===== config.mk =====
export PLATFORM = sky130hd
export DESIGN_NAME = clk_ctrl_top
export DESIGN_NICKNAME = d
export VERILOG_FILES = /design/src/clkctl_pkg.sv /design/src/pin_sync3.sv /design/src/clk_ripple_div.sv /design/src/clk_ctrl_top.sv
export VERILOG_INCLUDE_DIRS = /design/src
export SDC_FILE = /design/constraint.sdc
export NUM_CORES = 1
export LEC_CHECK = 0
export BUFFER_PORTS_ARGS = -buffer_cell sky130_fd_sc_hd__buf_2
export CAP_MARGIN = 20
export CORE_ASPECT_RATIO = 1.1
export CORE_MARGIN = 2
export CORE_UTILIZATION = 40
export CTS_CLUSTER_DIAMETER = 50
export CTS_CLUSTER_SIZE = 28
export DETAILED_ROUTE_END_ITERATION = 8
export PLACE_DENSITY = 0.68
export SETUP_SLACK_MARGIN = 0.1
export SLEW_MARGIN = 20
export SYNTH_ARGS = -nofsm -noshare
export SYNTH_HDL_FRONTEND = slang
export SYNTH_SLANG_ARGS = --single-unit

===== constraint.sdc =====
create_clock -name CLK -period 4.21 [get_ports CLK]
set_clock_uncertainty 0.15 [all_clocks]
set_input_delay 0.842 -clock CLK [delete_from_list [all_inputs] [get_ports CLK]]
set_output_delay 0.842 -clock CLK [all_outputs]
set_load 0.01 [all_outputs]

===== src/clkctl_defs.svh =====
// offsets, field positions, reset values and counts of the clock control
`ifndef CLKCTL_DEFS_SVH
`define CLKCTL_DEFS_SVH

// register byte offsets on the register bus
`define CC_TRIM_OFFSET    8'h00
`define CC_DIVCTL_OFFSET  8'h04
`define CC_ASYNC_OFFSET   8'h08

// field positions in the divide control register
`define CC_UNLOCK_BIT     7
`define CC_SEL_MSB        3
`define CC_SEL_LSB        0

// field positions in the trim register
`define CC_RANGE_BIT      7
`define CC_FINE_MSB       6

// field positions in the async status register
`define CC_EXTERNAL_CLOCK_SELECT_BIT     0
`define CC_PINLVL_BIT     1

// division select codes
`define CC_SEL_DIV1       4'h0
`define CC_SEL_DIV8       4'h3
`define CC_SEL_MAX        4'h8

// unlock key and window length in clock cycles
`define CC_UNLOCK_KEY     8'h80
`define CC_UNLOCK_CYCLES  3'h4

// bus responses
`define CC_RESP_OKAY      2'h0
`define CC_RESP_SLVERR    2'h2

`endif


===== src/clkctl_pkg.sv =====
// types shared by the clock control modules
package clkctl_pkg;

  // divider switching state
  typedef enum logic [0:0]
  {
    DIV_RUN    = 1'b0,
    DIV_SWITCH = 1'b1
  } div_state_e;

  // one-cycle enables for the four divided clock domains
  typedef struct packed
  {
    logic cpu;
    logic flash;
    logic io;
    logic conv;
  } domain_clk_s;

  // request to the divider for a new setting
  typedef struct packed
  {
    logic [3:0] sel;
    logic       load;
  } div_cmd_s;

  typedef logic [7:0] byte_t;

endpackage


===== src/pin_sync3.sv =====
// three-stage synchroniser with agreement filter for a pin input
`timescale 1ns/10ps
module pin_sync3
(
  input  wire logic clk,
  input  wire logic rst_n,
  input  wire logic pin,
  output logic      level
);

  logic s1_reg;
  logic s2_reg;
  logic s3_reg;

  // shift the pin through three flops
  always_ff @(posedge clk)
  begin
    if (!rst_n)
    begin
      s1_reg <= 1'b0;
      s2_reg <= 1'b0;
      s3_reg <= 1'b0;
    end
    else
    begin
      s1_reg <= pin;
      s2_reg <= s1_reg;
      s3_reg <= s2_reg;
    end
  end

  // accept a new level once the last two stages agree
  always_ff @(posedge clk)
  begin
    if (!rst_n)
      level <= 1'b0;
    else if (s2_reg == s3_reg)
      level <= s3_reg;
  end

endmodule


===== src/clk_ripple_div.sv =====
// glitch-free power-of-two divider run from the undivided source clock
`timescale 1ns/10ps
`include "clkctl_defs.svh"
module clk_ripple_div
#(
  parameter int CNT_W = 8
)
(
  input  wire logic                   clk,
  input  wire logic                   rst_n,
  input  wire logic [3:0]             sel_init,
  input  wire clkctl_pkg::div_cmd_s   cmd,
  output clkctl_pkg::domain_clk_s     ticks,
  output logic [3:0]                  sel_active
);
  import clkctl_pkg::*;

  div_state_e        state_reg;
  logic [3:0]        pend_sel_reg;
  logic [CNT_W-1:0]  cnt_reg;
  logic              period_end;

  // terminal count of a period: factor minus one, reserved codes clamp
  function automatic logic [CNT_W-1:0] term_count(input logic [3:0] sel);
    logic [3:0] s;
    s = (sel > `CC_SEL_MAX) ? `CC_SEL_MAX : sel;
    term_count = CNT_W'((32'h0000_0001 << s) - 32'h0000_0001);
  endfunction

  assign period_end = (cnt_reg == term_count(sel_active));

  // count state stays internal, only the enables and the active code leave the block
  always_ff @(posedge clk)
  begin
    if (!rst_n)
      cnt_reg <= '0;
    else if (period_end)
      cnt_reg <= '0;
    else
      cnt_reg <= cnt_reg + CNT_W'(1);
  end

  // hold a new setting until the running period has closed
  always_ff @(posedge clk)
  begin
    if (!rst_n)
    begin
      state_reg    <= DIV_RUN;
      pend_sel_reg <= `CC_SEL_DIV1;
      sel_active   <= sel_init;
    end
    else
    begin
      unique case (state_reg)
        DIV_RUN:
        begin
          if (cmd.load)
          begin
            state_reg    <= DIV_SWITCH;
            pend_sel_reg <= cmd.sel;
          end
        end
        DIV_SWITCH:
        begin
          if (cmd.load)
            pend_sel_reg <= cmd.sel;
          else if (period_end)
          begin
            sel_active <= pend_sel_reg;
            state_reg  <= DIV_RUN;
          end
        end
      endcase
    end
  end

  // one shared enable for every domain, issued at each period close
  always_ff @(posedge clk)
  begin
    if (!rst_n)
      ticks <= '0;
    else
      ticks <= {4{period_end}};
  end

endmodule


===== src/clk_ctrl_top.sv =====
// clock control: divider registers, oscillator trim and timer pin select
`timescale 1ns/10ps
`include "clkctl_defs.svh"

// Summary of operation
// - external clock select lets timer input pin take a driven clock.
// - one division factor feeds CPU, flash, I/O and converter domains.
// - setting changes make no glitch nor any period shorter than either.
// - divider counts on undivided source clock; its count is not readable.
// - new rate starts once the running old period closes, within one old period.
// - unlock bit 7 sets only when all other divider bits are zero.
// - hardware clears unlock four cycles after set or on field write.
// - rewriting unlock inside its window neither restarts nor clears it.
// - field bits 3..0 give factor two to the code, up to 256.
// - reset loads field 0000, or 0011 when divide-by-eight fuse set.
// - field accepts any written value whatever the fuse state.
// - reset loads factory calibration byte into oscillator trim register.
// - trim bit 7 picks lower or upper overlapping frequency range.
// - lower seven trim bits tune frequency upward within the range.
module clk_ctrl_top
#(
  parameter int ADDR_W = 8
)
(
  input  wire logic                    CLK,
  input  wire logic                    RST_N,
  input  wire logic                    DIVIDE_BY_EIGHT_FUSE,
  input  wire clkctl_pkg::byte_t       FACTORY_TRIM,
  input  wire logic [ADDR_W-1:0]       AWADDR,
  input  wire logic                    AWVALID,
  output logic                         AWREADY,
  input  wire logic [31:0]             WDATA,
  input  wire logic [3:0]              WSTRB,
  input  wire logic                    WVALID,
  output logic                         WREADY,
  output logic [1:0]                   BRESP,
  output logic                         BVALID,
  input  wire logic                    BREADY,
  input  wire logic [ADDR_W-1:0]       ARADDR,
  input  wire logic                    ARVALID,
  output logic                         ARREADY,
  output logic [31:0]                  RDATA,
  output logic [1:0]                   RRESP,
  output logic                         RVALID,
  input  wire logic                    RREADY,
  input  wire logic                    TIMER_OSC_IN,
  output logic                         TIMER_OSC_AMP_EN,
  output logic                         TIMER_CLK_EDGE,
  output logic                         TRIM_RANGE_BIT,
  output logic [6:0]                   TRIM_FINE_FIELD,
  output logic [3:0]                   DIVIDE_ACTIVE,
  output clkctl_pkg::domain_clk_s      DOMAIN_CLK_EN
);
  import clkctl_pkg::*;

  // write channel holding registers
  logic              aw_held_reg;
  logic [ADDR_W-1:0] aw_addr_reg;
  logic              w_held_reg;
  logic [31:0]       w_data_reg;
  logic [3:0]        w_strb_reg;
  logic              wr_fire;
  logic              wr_hit;

  // read channel
  logic [31:0]       rd_word;
  logic              rd_hit;

  // software-visible state
  byte_t             trim_reg;
  logic [3:0]        sel_reg;
  logic              unlock_reg;
  logic [2:0]        unlock_cnt_reg;
  logic              ext_sel_reg;

  // decoded write actions on the divider register
  logic              div_wr;
  logic              unlock_key;
  logic              sel_write;
  div_cmd_s          div_cmd;

  // timer pin
  logic              pin_level;
  logic              pin_level_d_reg;

  // byte address of a register matches the given offset
  function automatic logic addr_is(input logic [ADDR_W-1:0] a,
                                   input logic [7:0]        off);
    addr_is = (a[ADDR_W-1:2] == off[ADDR_W-1:2]);
  endfunction

  // one of the three mapped registers
  function automatic logic addr_mapped(input logic [ADDR_W-1:0] a);
    addr_mapped = addr_is(a, `CC_TRIM_OFFSET)
                | addr_is(a, `CC_DIVCTL_OFFSET)
                | addr_is(a, `CC_ASYNC_OFFSET);
  endfunction

  // address and data are taken in either order, one write at a time
  assign AWREADY = !aw_held_reg && !BVALID;
  assign WREADY  = !w_held_reg && !BVALID;
  assign wr_fire = aw_held_reg && w_held_reg && !BVALID;
  assign wr_hit  = wr_fire && addr_mapped(aw_addr_reg);

  // capture the write address
  always_ff @(posedge CLK)
  begin
    if (!RST_N)
    begin
      aw_held_reg <= 1'b0;
      aw_addr_reg <= '0;
    end
    else if (AWVALID && AWREADY)
    begin
      aw_held_reg <= 1'b1;
      aw_addr_reg <= AWADDR;
    end
    else if (wr_fire)
      aw_held_reg <= 1'b0;
  end

  // capture the write data and strobes
  always_ff @(posedge CLK)
  begin
    if (!RST_N)
    begin
      w_held_reg <= 1'b0;
      w_data_reg <= '0;
      w_strb_reg <= '0;
    end
    else if (WVALID && WREADY)
    begin
      w_held_reg <= 1'b1;
      w_data_reg <= WDATA;
      w_strb_reg <= WSTRB;
    end
    else if (wr_fire)
      w_held_reg <= 1'b0;
  end

  // write response one cycle after both halves are held
  always_ff @(posedge CLK)
  begin
    if (!RST_N)
    begin
      BVALID <= 1'b0;
      BRESP  <= `CC_RESP_OKAY;
    end
    else if (wr_fire)
    begin
      BVALID <= 1'b1;
      BRESP  <= wr_hit ? `CC_RESP_OKAY : `CC_RESP_SLVERR;
    end
    else if (BREADY)
      BVALID <= 1'b0;
  end

  // register contents lie in byte lane 0
  assign div_wr     = wr_hit && w_strb_reg[0]
                    && addr_is(aw_addr_reg, `CC_DIVCTL_OFFSET);
  assign unlock_key = (w_data_reg[7:0] == `CC_UNLOCK_KEY);
  assign sel_write  = div_wr && unlock_reg
                    && !w_data_reg[`CC_UNLOCK_BIT];

  // oscillator trim, factory byte at reset, free to rewrite later
  always_ff @(posedge CLK)
  begin
    if (!RST_N)
      trim_reg <= FACTORY_TRIM;
    else if (wr_hit && w_strb_reg[0]
             && addr_is(aw_addr_reg, `CC_TRIM_OFFSET))
      trim_reg <= w_data_reg[7:0];
  end

  // split range and fine fields toward the oscillator
  assign TRIM_RANGE_BIT  = trim_reg[`CC_RANGE_BIT];
  assign TRIM_FINE_FIELD = trim_reg[`CC_FINE_MSB:0];

  // unlock bit and its fixed window
  always_ff @(posedge CLK)
  begin
    if (!RST_N)
    begin
      unlock_reg     <= 1'b0;
      unlock_cnt_reg <= '0;
    end
    else if (sel_write)
    begin
      unlock_reg     <= 1'b0;
      unlock_cnt_reg <= '0;
    end
    else if (unlock_reg)
    begin
      // a second key write inside the window changes nothing
      if (unlock_cnt_reg == `CC_UNLOCK_CYCLES - 3'h1)
      begin
        unlock_reg     <= 1'b0;
        unlock_cnt_reg <= '0;
      end
      else
        unlock_cnt_reg <= unlock_cnt_reg + 3'h1;
    end
    else if (div_wr && unlock_key)
    begin
      unlock_reg     <= 1'b1;
      unlock_cnt_reg <= '0;
    end
  end

  // division field, taken from any value once unlocked
  always_ff @(posedge CLK)
  begin
    if (!RST_N)
      sel_reg <= DIVIDE_BY_EIGHT_FUSE ? `CC_SEL_DIV8
                                      : `CC_SEL_DIV1;
    else if (sel_write)
      sel_reg <= w_data_reg[`CC_SEL_MSB:`CC_SEL_LSB];
  end

  assign div_cmd.sel  = w_data_reg[`CC_SEL_MSB:`CC_SEL_LSB];
  assign div_cmd.load = sel_write;

  // divider from the undivided source clock
  clk_ripple_div
  #(
    .CNT_W (8)
  )
  u_div
  (
    .clk        (CLK),
    .rst_n      (RST_N),
    .sel_init   (DIVIDE_BY_EIGHT_FUSE ? `CC_SEL_DIV8 : `CC_SEL_DIV1),
    .cmd        (div_cmd),
    .ticks      (DOMAIN_CLK_EN),
    .sel_active (DIVIDE_ACTIVE)
  );

  // external clock select in the async status register
  always_ff @(posedge CLK)
  begin
    if (!RST_N)
      ext_sel_reg <= 1'b0;
    else if (wr_hit && w_strb_reg[0]
             && addr_is(aw_addr_reg, `CC_ASYNC_OFFSET))
      ext_sel_reg <= w_data_reg[`CC_EXTERNAL_CLOCK_SELECT_BIT];
  end

  // timer input pin into the clock domain
  pin_sync3 u_pin_sync
  (
    .clk   (CLK),
    .rst_n (RST_N),
    .pin   (TIMER_OSC_IN),
    .level (pin_level)
  );

  // rising edge of a driven clock on the timer pin
  always_ff @(posedge CLK)
  begin
    if (!RST_N)
    begin
      pin_level_d_reg <= 1'b0;
      TIMER_CLK_EDGE  <= 1'b0;
    end
    else
    begin
      pin_level_d_reg <= pin_level;
      TIMER_CLK_EDGE  <= ext_sel_reg
                       && pin_level && !pin_level_d_reg;
    end
  end

  // crystal amplifier runs only when no driven clock is chosen
  always_ff @(posedge CLK)
  begin
    if (!RST_N)
      TIMER_OSC_AMP_EN <= 1'b1;
    else
      TIMER_OSC_AMP_EN <= !ext_sel_reg;
  end

  // read word; reserved bits and unused lanes are zero
  always_comb
  begin
    rd_word = '0;
    rd_hit  = 1'b1;
    if (addr_is(ARADDR, `CC_TRIM_OFFSET))
      rd_word[7:0] = trim_reg;
    else if (addr_is(ARADDR, `CC_DIVCTL_OFFSET))
    begin
      rd_word[`CC_UNLOCK_BIT]           = unlock_reg;
      rd_word[`CC_SEL_MSB:`CC_SEL_LSB] = sel_reg;
    end
    else if (addr_is(ARADDR, `CC_ASYNC_OFFSET))
    begin
      rd_word[`CC_EXTERNAL_CLOCK_SELECT_BIT] = ext_sel_reg;
      rd_word[`CC_PINLVL_BIT] = pin_level;
    end
    else
      rd_hit = 1'b0;
  end

  assign ARREADY = !RVALID;

  // read answer one cycle after the address is taken
  always_ff @(posedge CLK)
  begin
    if (!RST_N)
    begin
      RVALID <= 1'b0;
      RDATA  <= '0;
      RRESP  <= `CC_RESP_OKAY;
    end
    else if (ARVALID && ARREADY)
    begin
      RVALID <= 1'b1;
      RDATA  <= rd_word;
      RRESP  <= rd_hit ? `CC_RESP_OKAY : `CC_RESP_SLVERR;
    end
    else if (RREADY)
      RVALID <= 1'b0;
  end

endmodule


* Yosys cells after proc, flatten, opt, wreduce, memory -nomap -nowiden
Index checks and enable logic that the tools add are counted.
Word-level totals: word-level logic and storage cells 122, flip-flop bits (word level) 75
Cells by class: $add $sub $neg 3, order comparisons 1, bitwise gates (word level) 4, shift operators 1, muxes and demuxes 39, eq/ne operators 13, reduce and logical (&&, ||, !) cells 34
Operators by type and width (count):
- 4-bit two-way mux | 8
- 1-bit two-way mux | 18
- 1-bit logical AND | 17
- 8-bit two-way mux | 2
- 6-bit by 1-bit equality test with 1-bit output, second input constant | 2
- 6-bit by 2-bit equality test with 1-bit output, second input constant | 2
- 6-bit zero test | 2
- 2-bit two-way mux | 6
- 3-bit two-way mux | 4
- 2-bit nonzero test | 5
- 8-bit by 1-bit adder with 8-bit output, second input constant | 1
- 8-bit equality test | 1
- 8-bit equality test, second input constant | 1
- 2-bit by 1-bit != test with 1-bit output, second input constant | 4
- 1-bit by 4-bit left shift with 8-bit output, first input constant | 1
- 8-bit by 1-bit subtractor with 8-bit output, second input constant | 1
- 1-bit zero test | 7
- 4-bit greater-than comparator, second input constant | 1
- 2-bit OR reduction | 2
- 3-bit by 1-bit adder with 3-bit output, second input constant | 1
- 3-bit by 2-bit equality test with 1-bit output, second input constant | 1
- 3-bit AND reduction | 1
- 2-bit != test, second input constant | 1
- 1-bit inverter | 2
- other kinds (3) | 4

* Depth between registers and ports, before layout
depth after elaboration 11, depth in mapped cells 7

* Modules after synthesis
Synthesis repeated with hierarchy kept, for this count alone.
Unflattened totals: cell total of the unflattened synthesis 336, area total of the unflattened synthesis 3409.5 um2
Modules (own cells, without submodules):
- clk_ctrl_top | area an instance 2313.5 um2, times used 1, sequential area each 1101.1 um2, cells each 221
- clk_ripple_div | area an instance 979.7 um2, times used 1, sequential area each 400.4 um2, cells each 105
- pin_sync3 | area an instance 116.4 um2, times used 1, sequential area each 80.1 um2, cells each 10

* Least setup slack after synthesis
OpenSTA, ideal clock, no wires.
kind flip-flop to flip-flop, start point reg u_div.sel_active[2], end point reg u_div.sel_active[0], enable pin, arrival 2.584 ns, path buffers 1, path slack 1.113 ns, stages on the path, launching flop included 8, data required time 3.697 ns, path through edfxtp_1 -> buf_6 -> or4b_2 -> ha_1 -> or3_1 -> a21o_1 -> o211a_1 -> o41ai_2
Between the ends: longest elaborated chain between the ends 7
Ends and longest elaborated chain:
- from (decl) | RTL line clk_ripple_div.sv:14 | output logic [3:0] sel_active
- from (signal assigned) | RTL line clk_ripple_div.sv:50 | sel_active <= sel_init;
- from (signal assigned) | RTL line clk_ripple_div.sv:69 | sel_active <= pend_sel_reg;
- 4-bit greater-than comparator (no source line)
- 4-bit two-way mux (*) | RTL line clk_ripple_div.sv:26 | s = (sel > `CC_SEL_MAX) ? `CC_SEL_MAX : sel;
- 1-bit by 4-bit left shift with 8-bit output (*) | RTL line clk_ripple_div.sv:27 | term_count = CNT_W'((32'h0000_0001 << s) - 32'h0000_0001);
- 8-bit by 1-bit subtractor with 8-bit output (*) | RTL line clk_ripple_div.sv:27
- 8-bit equality test (*) | RTL line clk_ripple_div.sv:30 | assign period_end = (cnt_reg == term_count(sel_active));
- 2-bit by 1-bit != test with 1-bit output (no source line) (*)
- 3-bit AND reduction (no source line) (*)
Every way passes the cells marked *; elsewhere a longest branch is shown, timed or not. A chain may end at the register's enable or synchronous reset.

* Worst setup path in the final report
start point reg u_div.sel_active[3], end point reg u_div.sel_active[1], enable pin
The elaborated chain is that of the path after synthesis.

==> report_table.html <==
<table>
<tr><th>Metric</th><th>Value</th></tr>
<tr><th colspan="2">Timing</th></tr>
<tr><td>Count of final hold-check violations</td><td>0</td></tr>
<tr><td>Unrepaired setup endpoints after global routing</td><td>false</td></tr>
<tr><td>Number of max-slew violations in the final report</td><td>0</td></tr>
<tr><td>Max-slew headroom</td><td>47.03%</td></tr>
<tr><td>Min Clock Period, post-route</td><td>3.274 ns</td></tr>
<tr><td>Final worst path period share</td><td>between 70% and 80%</td></tr>
<tr><td>Count of endpoints failing setup in the final report</td><td>0</td></tr>
<tr><td>Min Hold Slack</td><td>around 0.29 ns</td></tr>
<tr><td>Slew at the pin closest to its max-slew limit</td><td>0.7910 ns</td></tr>
<tr><td>Sum of negative setup slack</td><td>0 ns</td></tr>
<tr><td>Fmax</td><td>305.4 MHz</td></tr>
<tr><td>Worst Slack Setup Final</td><td>between 0.9 and 1 ns</td></tr>
<tr><th colspan="2">CTS</th></tr>
<tr><td>Htree depth</td><td>3</td></tr>
<tr><td>Number of buffers inserted to repair setup after CTS</td><td>0</td></tr>
<tr><td>CTS tree</td><td>done</td></tr>
<tr><td>Number of buffers inserted during clock tree synthesis</td><td>9</td></tr>
<tr><td>Clk buf depth</td><td>2</td></tr>
<tr><td>Clock root cell</td><td>clkbuf_8</td></tr>
<tr><td>Clock input transition at the sequential cells of the worst setup and hold paths</td><td>0.07 ns</td></tr>
<tr><td>Hold bufs inserted after CTS</td><td>0</td></tr>
<tr><td>Skew-Pair Late Insertion Delay</td><td>about 0.35 ns</td></tr>
<tr><td>Clock net sink count</td><td>71</td></tr>
<tr><td>PostCTS Resize Cnt</td><td>0</td></tr>
<tr><th colspan="2">Drt</th></tr>
<tr><td>Residual antenna-violating net count after detailed routing</td><td>0</td></tr>
<tr><td>Number of iterations in the first detailed-routing pass</td><td>4</td></tr>
<tr><td>Final wirelength</td><td>6920 µm</td></tr>
<tr><td>WL per Instance</td><td>roughly 13 µm</td></tr>
<tr><td>Avg Vias per Cell</td><td>4.935</td></tr>
<tr><td>Number of design-rule violations left by the first detailed-router iteration</td><td>87</td></tr>
<tr><td>Total vias in the final route</td><td>2591</td></tr>
<tr><td>Number of design rule violations left after detail routing</td><td>0</td></tr>
<tr><th colspan="2">Place</th></tr>
<tr><td>Cell area reported after detailed placement</td><td>between 3000 and 4000 µm²</td></tr>
<tr><td>Number of instances in the placed design</td><td>509</td></tr>
<tr><td>Post-detailed-placement half-perimeter wirelength</td><td>4977 µm</td></tr>
<tr><td>Number of buffer cells added on primary ports</td><td>70</td></tr>
<tr><td>Place WS</td><td>0.9655 ns</td></tr>
<tr><td>Global placement routability congestion</td><td>0.7769</td></tr>
<tr><th colspan="2">Setup path</th></tr>
<tr><td>Slowest cell on the critical path</td><td>or4b_2</td></tr>
<tr><td>Buffers and inverters on the worst path</td><td>0</td></tr>
<tr><td>Delay contributed by the slowest stage of the critical path</td><td>0.71 ns</td></tr>
<tr><td>Arrival time at the worst endpoint</td><td>3.11 ns</td></tr>
<tr><td>Crit start category</td><td>register</td></tr>
<tr><td>Endpoint type of the worst setup path</td><td>register</td></tr>
<tr><td>Worst Setup Path Type</td><td>register to register</td></tr>
<tr><td>Critical-path cell list</td><td>or4b_2, ha_1, or3_1, a21o_1, o211a_1, o41ai_2</td></tr>
<tr><td>Maximum fanout count along the critical path</td><td>10</td></tr>
<tr><td>Worst EP required</td><td>4.05 ns</td></tr>
<tr><td>Cell class contributing the biggest share of worst-path delay</td><td>simple AND/OR/NAND/NOR gates</td></tr>
<tr><th colspan="2">Logic synthesis</th></tr>
<tr><td>Dominant cells by area after synthesis</td><td>dfxtp_1 (33%), edfxtp_1 (14%), buf_4 (6.8%)</td></tr>
<tr><td>Sequential element share of the synthesized area</td><td>47.72%</td></tr>
<tr><td>Most frequent cell after synthesis</td><td>dfxtp_1</td></tr>
<tr><td>Leading post-synthesis cells by instance count</td><td>dfxtp_1 (55), nand2_1 (49), buf_4 (30)</td></tr>
<tr><td>Dominant synthesized flop cell</td><td>dfxtp_1</td></tr>
<tr><td>Post-synthesis area per instance</td><td>9.524 µm²</td></tr>
<tr><td>Fraction of post-synthesis cell area in the top cell type by area</td><td>between 30% and 40%</td></tr>
<tr><td>Cell variety after synth</td><td>56</td></tr>
<tr><td>Number of enable flip-flop cells after synthesis</td><td>16</td></tr>
<tr><td>Cell Area, Synth</td><td>approximately 3300 µm²</td></tr>
<tr><td>Gate Count Post-Synth</td><td>348</td></tr>
<tr><td>Share of synthesized registers carrying an async set or reset</td><td>0%</td></tr>
<tr><td>YS warnings</td><td>0</td></tr>
<tr><td>#FFs+latches synth</td><td>71</td></tr>
<tr><td>Cell taking the most area after synthesis</td><td>dfxtp_1</td></tr>
<tr><th colspan="2">Finish</th></tr>
<tr><td>Net total in the final layout</td><td>484</td></tr>
<tr><td>ANT cells</td><td>0</td></tr>
<tr><td>Fraction of final layout cells with drive strength greater than 1</td><td>23.98%</td></tr>
<tr><td>Count of placed standard cells in the final layout, fillers left out</td><td>~530</td></tr>
<tr><td>Final core utilization</td><td>47.78%</td></tr>
<tr><td>Layout area overhead</td><td>15.29%</td></tr>
<tr><td>Number of fill cells in the layout</td><td>806</td></tr>
<tr><td>Final non-filler cell area</td><td>3821 µm²</td></tr>
<tr><th colspan="2">Flow run</th></tr>
<tr><td>Max-capacitance violation count</td><td>0</td></tr>
<tr><th colspan="2">GRT</th></tr>
<tr><td>GRT Total Usage</td><td>15.87%</td></tr>
<tr><td>Largest net degree at the start of global routing</td><td>40</td></tr>
<tr><td>Global-route wire length before repair</td><td>~11000 µm</td></tr>
<tr><td>Antenna violations before repair</td><td>1</td></tr>
<tr><td>Remaining global-route overflow</td><td>0</td></tr>
<tr><td>Vias in the first global route</td><td>between 2k and 2.5k</td></tr>
<tr><th colspan="2">Power</th></tr>
<tr><td>Overall Power</td><td>1.432 mW</td></tr>
<tr><td>Power density over cell area</td><td>374.8 nW/µm²</td></tr>
<tr><td>Leakage power summed over all cells</td><td>approximately 1.6 nW</td></tr>
<tr><td>Worst supply voltage drop on vdd</td><td>between 0.2 and 0.25 mV</td></tr>
<tr><th colspan="2">Floorplan</th></tr>
<tr><td>Starting Density</td><td>41.44%</td></tr>
<tr><td>Die span in x</td><td>90.79 µm</td></tr>
<tr><td>Row count</td><td>34</td></tr>
<tr><td>CORE AREA</td><td>about 8000 µm²</td></tr>
<tr><td>Die Span Y</td><td>99.47 µm</td></tr>
<tr><td>Floorplan die area</td><td>9031 µm²</td></tr>
<tr><td>I/O Pins</td><td>128</td></tr>
<tr><th colspan="2">Worst hold path</th></tr>
<tr><td>Class of the worst hold path</td><td>register to register</td></tr>
<tr><th colspan="2">Outcome</th></tr>
<tr><td>Result of the run</td><td>finished clean</td></tr>
</table>
[layout make-up]
| class | count | area (µm²) | area share [%] |
|---|---|---|---|
| tap | 108 | 135.1 | 3.536 |
| timing repair buffer | 72 | 365.4 | 9.561 |
| inverter | 10 | 37.54 | 0.9823 |
| multi-input combinational | 248 | 1509 | 39.49 |
| clock inverter | 5 | 30.03 | 0.7859 |
| clock buffer | 11 | 162.7 | 4.257 |
| sequential | 71 | 1582 | 41.39 |
[report_power, final]
group          total, mW  internal [mW]  switching (mW)
combinational      0.158         0.0641          0.0941
clock              0.521          0.263           0.258
sequential         0.753          0.726          0.0273
total               1.43           1.05           0.379
[cells in the final DEF (no fill, tap or decap), types with 9 or more instances in the layout]
master     n
nand2_1   49
nand3_1   10
o21ai_0   10
conb_1    26
buf_2     70
dfxtp_1   55
edfxtp_1  16
a21oi_1   26
mux2i_1   13
inv_1      9
clkbuf_8  10
nor2_1    20
[worst register-to-register path, stage by stage (launching register included)]
cell      delay [ns]
edfxtp_1        0.53
or4b_2          0.72
ha_1            0.26
or3_1           0.41
a21o_1          0.18
o211a_1         0.14
o41ai_2         0.52
[cells by family after synthesis]
kind of cell	count (synthesis)	synth area share, %
compound gates	66	13.85
xor+xnor	10	2.642
fa+ha+maj	3	1.133
buf+inv	54	9.739
flops	71	47.72
mux	17	5.285
other cells	1	0.1131
simple gates	126	19.52
[worst paths after layout]
kind / slack, ns / end / cells after the start / from
max: 0.94 / u_div.sel_active[1] / 6 / u_div.sel_active[3]
min: 0.29 / u_pin_sync.s2_reg / 1 / u_pin_sync.s1_reg
max reg2reg: 0.94 / u_div.sel_active[1] / 6 / u_div.sel_active[3]
min reg2reg: 0.29 / u_pin_sync.s2_reg / 1 / u_pin_sync.s1_reg
[routing by layer]
layer	up-vias	global-route usage, %	part of all wire (%)
li1	1308	-	-
met1	1190	21.42	47
met2	80	24.17	45
met3	11	4.773	6.8
met4	2	5.944	1.5
met5	-	0	0.19
No activity file was read; power rests on OpenSTA's default activity.
